## config.mk

```make
export PLATFORM = sky130hd
export DESIGN_NAME = ierf_top
export DESIGN_NICKNAME = d
export VERILOG_FILES = /design/src/include/ierf_pkg.sv /design/src/hdl/ierf_edge_detect.sv /design/src/hdl/ierf_priority.sv /design/src/hdl/ierf_top.sv
export SDC_FILE = /design/constraint.sdc
export NUM_CORES = 1
export LEC_CHECK = 0
export BUFFER_PORTS_ARGS = -buffer_cell sky130_fd_sc_hd__buf_2
export CORE_ASPECT_RATIO = 1.75
export CORE_MARGIN = 4
export CORE_UTILIZATION = 33
export CTS_BUF_LIST = sky130_fd_sc_hd__clkbuf_4 sky130_fd_sc_hd__clkbuf_8
export DETAILED_ROUTE_END_ITERATION = 10
export SYNTH_ARGS = -nofsm -noshare
export SYNTH_HDL_FRONTEND = slang
export SYNTH_SLANG_ARGS = --single-unit
```

## constraint.sdc

```tcl
create_clock -name pclk -period 2.29 [get_ports pclk]
set_input_delay 0.1145 -clock pclk [delete_from_list [all_inputs] [get_ports pclk]]
set_output_delay 0.1145 -clock pclk [all_outputs]
set_load 0.01 [all_outputs]
```

## src/include/ierf_pkg.sv

```systemverilog
// constants for the interrupt enable and request flag block
// assumes an apb slave with 32-bit data, one aligned word per register
package ierf_pkg;
    // register byte offsets
    localparam logic [7:0] OFS_EN_TWO     = 8'h00;
    localparam logic [7:0] OFS_EN_THREE   = 8'h04;
    localparam logic [7:0] OFS_EXT_FLAGS  = 8'h08;
    localparam logic [7:0] OFS_TW_FLAGS   = 8'h0C;
    localparam logic [7:0] OFS_PIN_FUNC   = 8'h10;
    localparam logic [7:0] OFS_EDGE_SEL   = 8'h14;
    localparam logic [7:0] OFS_PENDING    = 8'h18;
    // reset values
    localparam logic [7:0] RST_EN_TWO     = 8'h00;
    localparam logic [7:0] RST_EN_THREE   = 8'h3C;
    localparam logic [7:0] RST_EXT_FLAGS  = 8'hC0;
    localparam logic [7:0] RST_TW_FLAGS   = 8'h00;
    localparam logic [7:0] RST_PIN_FUNC   = 8'h00;
    localparam logic [7:0] RST_EDGE_SEL   = 8'h00;
    // writable and fixed masks
    localparam logic [7:0] EN3_RW_MASK    = 8'hC3;
    localparam logic [7:0] EN3_ONES       = 8'h3C;
    localparam logic [7:0] EXT_FLAG_MASK  = 8'h33;
    localparam logic [7:0] EXT_ONES       = 8'hC0;
    localparam logic [7:0] TW_FLAG_MASK   = 8'h3F;
    localparam logic [7:0] PIN_FUNC_MASK  = 8'h33;
    localparam logic [7:0] EDGE_SEL_MASK  = 8'h13;
    // field positions
    localparam int BIT_DT_EN     = 5;
    localparam int BIT_DT_FLAG   = 5;
    localparam int BIT_ADC_EN    = 7;
    localparam int BIT_KEY_EN    = 6;
    localparam int BIT_SER2_EN   = 1;
    localparam int BIT_SER1_EN   = 0;
    localparam int BIT_PIN5      = 5;
    // number of external pins and their bit slots
    localparam int NUM_PINS      = 4;
    localparam int NUM_SRC       = 15;
    localparam int SRC_W         = 4;
    // source codes, lowest code is highest priority
    localparam logic [3:0] SRC_PIN0   = 4'h0;
    localparam logic [3:0] SRC_TIMERA = 4'h5;
    localparam logic [3:0] SRC_ADC    = 4'hA;
endpackage : ierf_pkg

```

## src/hdl/ierf_edge_detect.sv

```systemverilog
// edge detectors for the external interrupt pins
// assumes pin inputs already synchronous to pclk
`timescale 1ns/1ns
module ierf_edge_detect (
    input  wire logic                          pclk,
    input  wire logic                          presetn,
    input  wire logic [ierf_pkg::NUM_PINS-1:0] pin_in,
    input  wire logic [ierf_pkg::NUM_PINS-1:0] pin_enable,
    input  wire logic [ierf_pkg::NUM_PINS-1:0] rising_sel,
    output logic      [ierf_pkg::NUM_PINS-1:0] edge_hit
);
    import ierf_pkg::*;

    logic [NUM_PINS-1:0] prev_q;  // last sampled level
    logic [NUM_PINS-1:0] prev_d;

    // previous level always tracks, so enabling a pin sees no stale edge
    always_comb begin
        prev_d = pin_in;
    end

    // idle level of these active-low pins is high
    always_ff @(posedge pclk or negedge presetn) begin
        if (!presetn) begin
            prev_q <= '1;
        end else begin
            prev_q <= prev_d;
        end
    end

    // one detector per pin
    genvar g;
    generate
        for (g = 0; g < NUM_PINS; g = g + 1) begin : g_pin
            assign edge_hit[g] = pin_enable[g] &
                (rising_sel[g] ? (pin_in[g] & ~prev_q[g])
                               : (~pin_in[g] & prev_q[g]));
        end
    endgenerate
endmodule : ierf_edge_detect

```

## src/hdl/ierf_priority.sv

```systemverilog
// fixed priority picker over gated requests
// assumes the lowest index is the most urgent source
`timescale 1ns/1ns
module ierf_priority (
    input  wire logic [ierf_pkg::NUM_SRC-1:0] req,
    output logic                              any,
    output logic [ierf_pkg::SRC_W-1:0]        idx
);
    import ierf_pkg::*;

    // first set bit from the bottom
    function automatic logic [SRC_W-1:0] first_set(input logic [NUM_SRC-1:0] v);
        logic [SRC_W-1:0] r;
        r = '0;
        for (int i = NUM_SRC - 1; i >= 0; i--) begin
            if (v[i]) begin
                r = SRC_W'(i);
            end
        end
        return r;
    endfunction : first_set

    always_comb begin
        any = |req;
        idx = first_set(req);
    end
endmodule : ierf_priority

```

## src/hdl/ierf_top.sv

```systemverilog
// interrupt enable and request flag registers with apb access
// assumes apb master, pin and peripheral events synchronous to pclk
`timescale 1ns/1ns
module ierf_top (
    input  wire logic                          pclk,
    input  wire logic                          presetn,
    input  wire logic                          psel,
    input  wire logic                          penable,
    input  wire logic                          pwrite,
    input  wire logic [31:0]                   paddr,
    input  wire logic [31:0]                   pwdata,
    output logic      [31:0]                   prdata_q,
    output logic                               pready_q,
    output logic                               pslverr_q,
    input  wire logic [ierf_pkg::NUM_PINS-1:0] ext_pin_n,
    input  wire logic [4:0]                    timer_overflow,
    input  wire logic                          subactive_mode,
    input  wire logic                          direct_transfer_on,
    input  wire logic                          low_speed_on,
    input  wire logic                          sleep_exec,
    input  wire logic                          adc_done_flag,
    input  wire logic                          key_scan_flag,
    input  wire logic                          serial_two_flag,
    input  wire logic                          serial_one_flag,
    input  wire logic                          condition_code_mask,
    output logic                               irq_req_q,
    output logic      [ierf_pkg::SRC_W-1:0]    irq_source_q
);
    import ierf_pkg::*;
    // map: one byte per aligned word
    //   enable two, enable three,
    //   pin flags, timer and wake flags,
    //   pin function, edge select,
    //   read-only view of gated request slots 0..7
    // single clock domain, pclk only
    // upper data bits read zero, dropped on write

    // software visible storage
    logic [7:0] en_two_q;       // int_enable_two
    logic [7:0] en_two_d;
    logic [7:0] en_three_q;     // int_enable_three, writable bits only
    logic [7:0] en_three_d;
    logic [7:0] ext_flags_q;    // ext_pin_request_flags
    logic [7:0] ext_flags_d;
    logic [7:0] tw_flags_q;     // timer_wake_request_flags
    logic [7:0] tw_flags_d;
    logic [7:0] pin_func_q;     // pin_function_select
    logic [7:0] pin_func_d;
    logic [7:0] edge_sel_q;     // edge_select_reg
    logic [7:0] edge_sel_d;

    // bus side registers
    logic [31:0] prdata_d;
    logic        pready_d;
    logic        pslverr_d;

    // interrupt outputs
    logic             irq_req_d;
    logic [SRC_W-1:0] irq_source_d;

    // decoded access strobes
    // taken straight from the bus inputs, plus registered ready for the write
    logic       wr_en;          // write takes effect this edge
    logic [7:0] wbyte;          // low byte of write data
    logic       addr_hit;       // address maps to a register
    logic [7:0] rd_byte;        // selected register value

    // pin event wiring
    // detector slots 0..3 serve pins 0, 1, 4, 5
    logic [NUM_PINS-1:0] pin_enable;
    logic [NUM_PINS-1:0] rising_sel;
    logic [NUM_PINS-1:0] edge_hit;
    logic [7:0]          ext_set;
    logic [7:0]          tw_set;
    logic                dt_set;

    // gated requests and the winner
    // one slot per source plus a spare
    logic [NUM_SRC-1:0] gated;
    logic               any_req;
    logic [SRC_W-1:0]   win_idx;

    // register read value with fixed bits merged in
    // fixed bits merged at read time, not stored,
    // so no flop can hold a wrong constant
    function automatic logic [7:0] read_reg(input logic [7:0] ofs,
                                            input logic [7:0] e2,
                                            input logic [7:0] e3,
                                            input logic [7:0] xf,
                                            input logic [7:0] tf,
                                            input logic [7:0] pf,
                                            input logic [7:0] es,
                                            input logic [7:0] pend);
        logic [7:0] r;
        r = 8'h00;
        unique case (ofs)
            OFS_EN_TWO:    r = e2;
            OFS_EN_THREE:  r = (e3 & EN3_RW_MASK) | EN3_ONES;
            OFS_EXT_FLAGS: r = (xf & EXT_FLAG_MASK) | EXT_ONES;
            OFS_TW_FLAGS:  r = tf & TW_FLAG_MASK;
            OFS_PIN_FUNC:  r = pf & PIN_FUNC_MASK;
            OFS_EDGE_SEL:  r = es & EDGE_SEL_MASK;
            OFS_PENDING:   r = pend;
            default:       r = 8'h00;
        endcase
        return r;
    endfunction : read_reg

    // offset decode shared by read and error logic
    // any address above the low byte is unmapped
    function automatic logic is_mapped(input logic [31:0] a);
        logic m;
        m = (a[31:8] == 24'h000000) &&
            (a[7:0] == OFS_EN_TWO    || a[7:0] == OFS_EN_THREE ||
             a[7:0] == OFS_EXT_FLAGS || a[7:0] == OFS_TW_FLAGS ||
             a[7:0] == OFS_PIN_FUNC  || a[7:0] == OFS_EDGE_SEL ||
             a[7:0] == OFS_PENDING);
        return m;
    endfunction : is_mapped

    // access strobes, write lands only on the completing edge
    // ready is high one access cycle only, so a
    // lingering penable never writes twice
    always_comb begin
        addr_hit = is_mapped(paddr);
        wr_en    = psel & penable & pready_q & pwrite & addr_hit;
        wbyte    = pwdata[7:0];
    end

    // pin slot mapping: flag bits 0,1,4,5 to detectors 0..3
    // pin five has no edge select, tied to falling
    always_comb begin
        pin_enable = {pin_func_q[5], pin_func_q[4], pin_func_q[1], pin_func_q[0]};
        rising_sel = {1'b0, edge_sel_q[4], edge_sel_q[1], edge_sel_q[0]};
    end

    // edge detection for the four external pins
    // pins come in step with pclk, no sync stage;
    // an asynchronous pin needs one outside
    ierf_edge_detect u_edge (
        .pclk       (pclk),
        .presetn    (presetn),
        .pin_in     (ext_pin_n),
        .pin_enable (pin_enable),
        .rising_sel (rising_sel),
        .edge_hit   (edge_hit)
    );

    // hardware set terms for both flag registers
    // one-cycle strobes; a held level keeps
    // setting the flag every cycle
    always_comb begin
        ext_set = {2'b00, edge_hit[3], edge_hit[2], 2'b00, edge_hit[1], edge_hit[0]};
        dt_set  = subactive_mode & direct_transfer_on & ~low_speed_on &
                  en_two_q[BIT_DT_EN] & sleep_exec;
        tw_set  = {2'b00, dt_set, timer_overflow};
    end

    // next state for enables and configuration
    // only committed writes move these
    // enable-two top bits kept as written
    always_comb begin
        en_two_d   = en_two_q;
        en_three_d = en_three_q;
        pin_func_d = pin_func_q;
        edge_sel_d = edge_sel_q;
        if (wr_en) begin
            unique case (paddr[7:0])
                OFS_EN_TWO:   en_two_d   = wbyte;
                OFS_EN_THREE: en_three_d = wbyte & EN3_RW_MASK;
                OFS_PIN_FUNC: pin_func_d = wbyte & PIN_FUNC_MASK;
                OFS_EDGE_SEL: edge_sel_d = wbyte & EDGE_SEL_MASK;
                default: begin
                    // other offsets leave these alone
                end
            endcase
        end
    end

    // next state for request flags
    // clear mask from zero bits of the data;
    // a one leaves its flag untouched
    // set is or-ed last so a request in the
    // clearing cycle is never dropped
    always_comb begin
        logic [7:0] ext_clr;
        logic [7:0] tw_clr;
        ext_clr = 8'h00;
        tw_clr  = 8'h00;
        if (wr_en && paddr[7:0] == OFS_EXT_FLAGS) begin
            ext_clr = ~wbyte & EXT_FLAG_MASK;
        end
        if (wr_en && paddr[7:0] == OFS_TW_FLAGS) begin
            tw_clr = ~wbyte & TW_FLAG_MASK;
        end
        ext_flags_d = ((ext_flags_q & ~ext_clr) | ext_set) & EXT_FLAG_MASK;
        tw_flags_d  = ((tw_flags_q & ~tw_clr) | tw_set) & TW_FLAG_MASK;
    end

    // register state, reset values from the package
    // async reset keeps flags quiet before pclk runs
    always_ff @(posedge pclk or negedge presetn) begin
        if (!presetn) begin
            en_two_q    <= RST_EN_TWO;
            en_three_q  <= RST_EN_THREE & EN3_RW_MASK;
            ext_flags_q <= RST_EXT_FLAGS & EXT_FLAG_MASK;
            tw_flags_q  <= RST_TW_FLAGS;
            pin_func_q  <= RST_PIN_FUNC;
            edge_sel_q  <= RST_EDGE_SEL;
        end else begin
            en_two_q    <= en_two_d;
            en_three_q  <= en_three_d;
            ext_flags_q <= ext_flags_d;
            tw_flags_q  <= tw_flags_d;
            pin_func_q  <= pin_func_d;
            edge_sel_q  <= edge_sel_d;
        end
    end

    // request gating by the individual enables
    // the external-pin enables live in another register, so pin
    // flags here are gated only by their pin function selection
    // slot order is priority order, low index wins
    // slot fourteen unused, held low
    always_comb begin
        gated[0] = ext_flags_q[0] & pin_func_q[0];
        gated[1] = ext_flags_q[1] & pin_func_q[1];
        gated[2] = ext_flags_q[4] & pin_func_q[4];
        gated[3] = ext_flags_q[5] & pin_func_q[BIT_PIN5];
        gated[4] = tw_flags_q[BIT_DT_FLAG] & en_two_q[BIT_DT_EN];
        gated[9:5] = tw_flags_q[4:0] & en_two_q[4:0];
        gated[10] = adc_done_flag & en_three_q[BIT_ADC_EN];
        gated[11] = key_scan_flag & en_three_q[BIT_KEY_EN];
        gated[12] = serial_one_flag & en_three_q[BIT_SER1_EN];
        gated[13] = serial_two_flag & en_three_q[BIT_SER2_EN];
        gated[14] = 1'b0;  // spare slot, never requests
    end

    // fixed priority among enabled requests
    // combinational; result registered below
    ierf_priority u_prio (
        .req (gated),
        .any (any_req),
        .idx (win_idx)
    );

    // request to the core, held back by the global mask
    // mask only hides the request; flags and source
    // keep tracking so nothing is lost meanwhile
    // source holds its last value when idle
    always_comb begin
        irq_req_d    = any_req & ~condition_code_mask;
        irq_source_d = any_req ? win_idx : irq_source_q;
    end

    // registered interrupt outputs, one cycle behind the flags
    // a cycle of latency traded for flop outputs
    always_ff @(posedge pclk or negedge presetn) begin
        if (!presetn) begin
            irq_req_q    <= 1'b0;
            irq_source_q <= SRC_PIN0;
        end else begin
            irq_req_q    <= irq_req_d;
            irq_source_q <= irq_source_d;
        end
    end

    // apb answer: ready in the first access cycle, data latched in setup
    // no wait states, every access ends after one cycle
    // data captured at setup and held to next setup,
    // so a flag set mid-access shows on the next read
    // unmapped addresses give error and zero data
    always_comb begin
        rd_byte   = read_reg(paddr[7:0], en_two_q, en_three_q, ext_flags_q,
                             tw_flags_q, pin_func_q, edge_sel_q, gated[7:0]);
        pready_d  = psel & ~penable;
        pslverr_d = psel & ~penable & ~addr_hit;
        prdata_d  = prdata_q;
        if (psel && !penable) begin
            // unmapped or write access reads back zero
            prdata_d = (addr_hit && !pwrite) ? {24'h000000, rd_byte} : 32'h00000000;
        end
    end

    // bus response registers
    // ready and error are single-cycle pulses
    always_ff @(posedge pclk or negedge presetn) begin
        if (!presetn) begin
            prdata_q  <= 32'h00000000;
            pready_q  <= 1'b0;
            pslverr_q <= 1'b0;
        end else begin
            prdata_q  <= prdata_d;
            pready_q  <= pready_d;
            pslverr_q <= pslverr_d;
        end
    end
endmodule : ierf_top

```

Word level (Yosys, flattened, before mapping)
Index checks and enable logic that the tools add are counted.

cells by class
  divide/modulo/power cells = 0
  shifts and indexed selects = 0
  add/sub/neg operators = 0
  reductions and logical operators = 20
  $lt $le $gt $ge = 0
  equality and inequality tests = 6
  multipliers = 0
  multiplexer cells = 21
  bitwise logic cells = 50

operators by type and width
  cell                  count
  $mux W4               14
  $pmux W8 S7           1
  $and A1 B1 Y1         31
  $eq A8 B5 Y1 const B  3
  $logic_not A24 Y1     1
  $not A6 Y6            3
  $eq A8 B4 Y1 const B  2
  $reduce_or A14 Y1     1
  $and A6 B6 Y6         2
  $mux W6               2
  $or A6 B6 Y6          2
  $not A1 Y1            11
  $eq A8 B3 Y1 const B  1
  $logic_not A8 Y1      1
  $mux W8               1
  $reduce_and A2 Y1     4
  $logic_or A1 B1 Y1    6
  $and A5 B5 Y5         1
  $logic_and A1 B1 Y1   5
  $mux W1               3
  $logic_not A1 Y1      2

storage, ports and cells
  input port bits = 87
  bits in latches = 0
  word-level logic and storage cells = 109
  RAM bits = 0
  bits in read-only memories = 0
  register bits after elaboration = 72
  output and inout bits = 39
  memories kept = 0

Logic depth before layout (Yosys ltp)
  depth after elaboration = 15
  depth in mapped cells = 6
  gate-level depth less buffers = 4

Modules after synthesis
A second synthesis with hierarchy kept.

second synthesis, totals
  cells, all modules = 286
  area total of the unflattened synthesis = 2802.7 µm²

modules (own cells, without submodules)
  module            cells each  area an instance (µm²)  seq. area each (µm²)  instances
  ierf_top          243         2443.6                  1101.1                1
  ierf_edge_detect  16          200.2                   105.1                 1
  ierf_priority     27          158.9                   0.0                   1

Worst setup path before layout
Ideal clock, no wire load.

  path type = register -> register
  start point = reg pready_q
  end point = reg en_two_q[5]
  buffers on the path = 0
  library setup time = 125 ps
  arrival = 1723 ps
  stages on the path, launching flop included = 5
  setup slack = 442 ps
  data required time = 2165 ps
  cell sequence = dfrtp_1 -> and4_1 -> nand4_2 -> nor4_4 -> mux2_4

between the ends
  cells in the longest elaborated chain, start to end = 4

RTL lines
  what                         line             RTL
  start: declaration           ierf_top.sv:13   output logic pready_q,
  start signal: assignment     ierf_top.sv:294  pready_q <= pready_d;
  $and A1 B1 Y1 (3 in series)  ierf_top.sv:126  wr_en = psel & penable & pready_q & pwrite & addr_hit;
  $reduce_and A2 Y1 (no line)  -
  end signal: assignment       ierf_top.sv:211  en_two_q <= en_two_d;
  end: declaration             ierf_top.sv:39   logic [7:0] en_two_q;

No other way between the ends.
A chain may end at the register's enable or synchronous reset.

Worst setup path after layout
  start point = reg pready_q
  end point = reg edge_sel_q[4]

between the ends
  cells in the longest elaborated chain, start to end = 4

RTL lines
  what                         line             RTL
  $and A1 B1 Y1 (3 in series)  ierf_top.sv:126
  $reduce_and A2 Y1 (no line)  -
  end signal: assignment       ierf_top.sv:216  edge_sel_q <= edge_sel_d;
  end: declaration             ierf_top.sv:49   logic [7:0] edge_sel_q;

No other way between the ends.

==> tab_implementation.tex <==
\begin{tabular}{lr}
\hline
Metric & Value \\
\hline
\multicolumn{2}{l}{\textbf{Pwr}} \\
Combinational power share & between 10\% and 20\% \\
Standby leakage power & approximately 1.7 nW \\
Final Total Pwr & 0.001667 W \\
Pint & 0.001266 W \\
Max rail drop VDD & roughly 0.28 mV \\
Power dissipated by switching net loads & around 0.00040 W \\
Areal power density over the cells & about 470 nW/um2 \\
Switching share of power & between 20\% and 30\% \\
Relative contribution of the clock network to total power & between 30 and 40\% \\
Sequential cell fraction of total power & between 50\% and 60\% \\
\multicolumn{2}{l}{\textbf{Floorplanning}} \\
Row cnt & 44 \\
Area of the placeable core & $\sim$8400 um2 \\
Initial cell density of the core & 34.30\% \\
Die Width & a little under 80 um \\
Y dimension of the die & roughly 130 um \\
DIE AREA & approximately 10000 um2 \\
Top-level port count & 126 \\
\multicolumn{2}{l}{\textbf{Placement}} \\
Buffers on Ports & 77 \\
GP Congestion & 0.8862 \\
Placed insts & 480 \\
Detailed-placement wirelength estimate & 6461 um \\
\multicolumn{2}{l}{\textbf{Worst setup path}} \\
Cell type of the slowest stage on the worst timing path & nor4\_1 \\
Kind of critical path & flop to flop \\
Delay of the slowest cell on the worst path & around 350 ps \\
Crit path capture type & flop \\
Critical path, cell by cell & and4\_1 -> nand4\_2 -> nor4\_1 -> buf\_4 -> mux2\_2 \\
Data required time of the critical path & between 2000 and 2500 ps \\
Maximum net fanout on the critical path & 6 \\
Setup crit start kind & flop \\
Endpoint arrival time on the critical path & 1980 ps \\
\multicolumn{2}{l}{\textbf{Timing}} \\
Fraction of the cycle the final worst path needs & between 70\% and 80\% \\
Total Negative Setup Slacks & 0 ps \\
Highest clock frequency the design can meet & 0.5622 GHz \\
Measured slew at the worst slew-check pin & roughly 620 ps \\
Max\_slew headroom & between 50\% and 60\% \\
Post-layout minimum cycle time & roughly 1800 ps \\
Final setup fails & 0 \\
Final Hold Fails & 0 \\
Number of pins exceeding their max-slew limit in the final report & 0 \\
Layout Skew & $\sim$11 ps \\
RSZ-0062 raised after global routing & false \\
\multicolumn{2}{l}{\textbf{Run}} \\
Max-cap violation count & 0 \\
\multicolumn{2}{l}{\textbf{Logic synthesis}} \\
Count of warnings emitted by yosys & 0 \\
Synthesized cell area & about 2900 um2 \\
Sequential-to-total area share from yosys stat & 41.75\% \\
Syn\_area\_per\_cell & 10.32 um2 \\
Cells taking the most area after synthesis & dfrtp\_1 38\%, buf\_4 6.2\%, mux2\_4 4.2\%, dfstp\_2 3.6\%, mux2\_1 3.5\% \\
Area fraction of the dominant cell type after synthesis & 38.11\% \\
Top flip-flop cell by instance count after synthesis & dfrtp\_1 \\
Post-synthesis register bit count & 48 \\
Fraction of registers with async set or reset after synthesis & 100.0\% \\
Count of mapped cells out of synthesis & 280 \\
Yosys cell types & 56 \\
Number of synthesized flops with an enable pin & 0 \\
Library cell occupying the most area in the post-synthesis netlist & dfrtp\_1 \\
\multicolumn{2}{l}{\textbf{Clocking}} \\
Clock Latency Late Sink & roughly 310 ps \\
Number of buffers inserted for hold repair after clock tree synthesis & 6 \\
CTS root buffer & clkbuf\_8 \\
Number of resized instances in the post-cts repair step & 0 \\
Clock-pin slew of the registers on the worst-case setup and hold paths & roughly 90 ps \\
Clock tree from TritonCTS & done \\
Total CTS buffers & 5 \\
CTS sink count & 48 \\
Maximum count of clock buffers along a single path & 2 \\
H-tree depth reported by CTS & 2 \\
Post CTS Setup Buffer Count & 0 \\
\multicolumn{2}{l}{\textbf{Final layout}} \\
Number of cells in the finished layout apart from fillers & slightly below 500 \\
Number of antenna repair diodes & 0 \\
Post-layout nets & around 470 \\
Share of final-layout standard cells stronger than drive strength 1 & a little over a third \\
Growth of design area from synthesis to finish & 24.08\% \\
Share of the core filled with cells & $\sim$43\% \\
\multicolumn{2}{l}{\textbf{Global route}} \\
Largest net degree at the start of global routing & about 50 \\
GRT Util Overall & 16.39\% \\
First-pass GRT wire length & about 13000 um \\
Initial antenna violation count & 0 \\
Total congestion overflow after global routing & 0 \\
Via count of the first global-routing pass & between 2000 and 3000 \\
\multicolumn{2}{l}{\textbf{Drt}} \\
Total number of vias & $\sim$2500 \\
Post-detailed-route wirelength per cell & $\sim$17 um \\
Drt total wl & roughly 8200 um \\
Detailed router's first-iteration violation count & approximately 120 \\
Number of optimization iterations in the first detailed-route pass & 4 \\
Remaining design rule violation count & 0 \\
Via density per instance & roughly 5.1 \\
Post-detailed-route count of antenna-violating nets & 0 \\
\multicolumn{2}{l}{\textbf{Hold path}} \\
Worst Hold Class & primary input to flop \\
\multicolumn{2}{l}{\textbf{Outcome}} \\
Result of the run & completed \\
\hline
\end{tabular}
-- registers in the layout (all words and copies together) (netlist names) --
register	flops
en_two_q	8
prdata_q	8
tw_flags_q	6
en_three_q	4
ext_flags_q	4
irq_source_q	4
pin_func_q	4
u_edge.prev_q	4
edge_sel_q	3
irq_req_q	1
pready_q	1
pslverr_q	1
-- critical path: cells and delay by family, from the launching register on --
family        cells  cell delay [ps]
mux               1              330
buf+inv           1              210
simple gates      3              780
flops             1              340
-- routing by layer --
metal	global-route usage [%]	wire (um)	vias to the layer above
met2	28.43	4238	97
met1	19.04	3218	1210
met4	8.366	290	0
met5	0	0	-
li1	-	-	1215
met3	2.668	424	16
-- cell usage in the layout (no fill, tap or decap), drive strengths merged, types with 2 or more instances in the layout --
master        n
dfrtp        44
nand4        11
o21ai         6
nand3b        2
nor3b         5
nand2b        3
o22a          2
a22oi         5
dfstp         4
a22o          7
mux2         23
and2          4
and4          2
nor2b         2
nand2        24
nor2         19
a32oi         3
nand3        15
nor4         13
clkbuf        6
a21oi         8
a32o          2
nor3          5
buf          92
a221oi        2
o211ai        6
dlygate4sd3   6
conb         24
inv           9
nor4b         3
o2111ai       4
-- per-stage QoR --
| stage | hold slack, ps | cell area [um2] | worst slack [ps] |
|---|---|---|---|
| final | 39.01 | 3585 | 511.3 |
| after global routing | 40.58 | 3585 | 358.0 |
| after CTS | 28.32 | 3585 | 507.8 |
| after detailed placement | 241.8 | 3413 | 348.8 |
| after global placement | 238.7 | 3413 | 358.4 |
| after floorplan | -181.1 | 2975 | 441.9 |
-- worst paths after layout --
kind | start | endpoint | slack, ps | cells after the start
worst max-delay path | pready_q | edge_sel_q[4] | 510 | 5
worst min-delay path | pwdata[7] | en_three_q[7] | 40 | 2
worst max register to register | pready_q | edge_sel_q[4] | 510 | 5
worst min register to register | prdata_q[2] | prdata_q[2] | 510 | 1
max in group asynchronous | presetn | prdata_q[4] | 1430 | 3
min in group asynchronous | presetn | tw_flags_q[2] | 420 | 3
-- power by group through the flow --
stage          clock network, W  registers (W)  logic [W]
6_report               0.000623       0.000857   0.000187
5_1_grt                0.000672       0.000858   0.000207
4_1_cts                0.000649       0.000857   0.000188
3_5_place_dp                  0       0.000873   0.000180
3_3_place_gp                  0       0.000873   0.000176
2_1_floorplan                 0       0.000874  0.0000969
-- synthesized netlist by cell type (2+ instances only) --
cell        n
a32o_1      2
a32oi_1     3
inv_1       9
o22a_1      2
mux2_4      8
mux2_1      9
nand3b_1    2
o2111ai_1   4
nand2_1    23
a21oi_1     8
nand4_2     2
nor4b_1     2
buf_4      24
nor2b_1     2
a221oi_1    2
a22oi_1     5
nor3b_1     5
nor2_1     19
nand2b_1    3
nor4_4      3
nand3_1    15
nor3_1      4
and4_1      2
o211ai_1    6
a22o_1      7
o21ai_0     5
clkbuf_1    5
dfrtp_1    44
nor4_2      7
and2_1      4
nor4_1      3
mux2_2      6
nand4_1     9
dfstp_2     4
-- kinds of logic (layout without fill, tap and decap cells) --
| group | count (synthesis) | in the layout | synth area share, % |
|---|---|---|---|
| AND/OR/NAND/NOR | 110 | 110 | 24.34 |
| AO/OA/AOI/OAI | 59 | 59 | 15.55 |
| flip-flops | 48 | 48 | 41.75 |
| buffers and inverters | 39 | 115 | 8.228 |
| multiplexers | 23 | 23 | 10.00 |
| other | 1 | 24 | 0.1298 |
-- final cells by class --
cell class	instances	area (um2)
Clock buffer	6	76.32
Clock inverter	2	35.03
Timing Repair Buffer	98	558.0
Sequential cell	48	1206
Multi-Input combinational cell	216	1531
Fill cell	859	4838
Inverter	9	33.78
Tap cell	115	143.9
(Power assumes the default switching activity.)
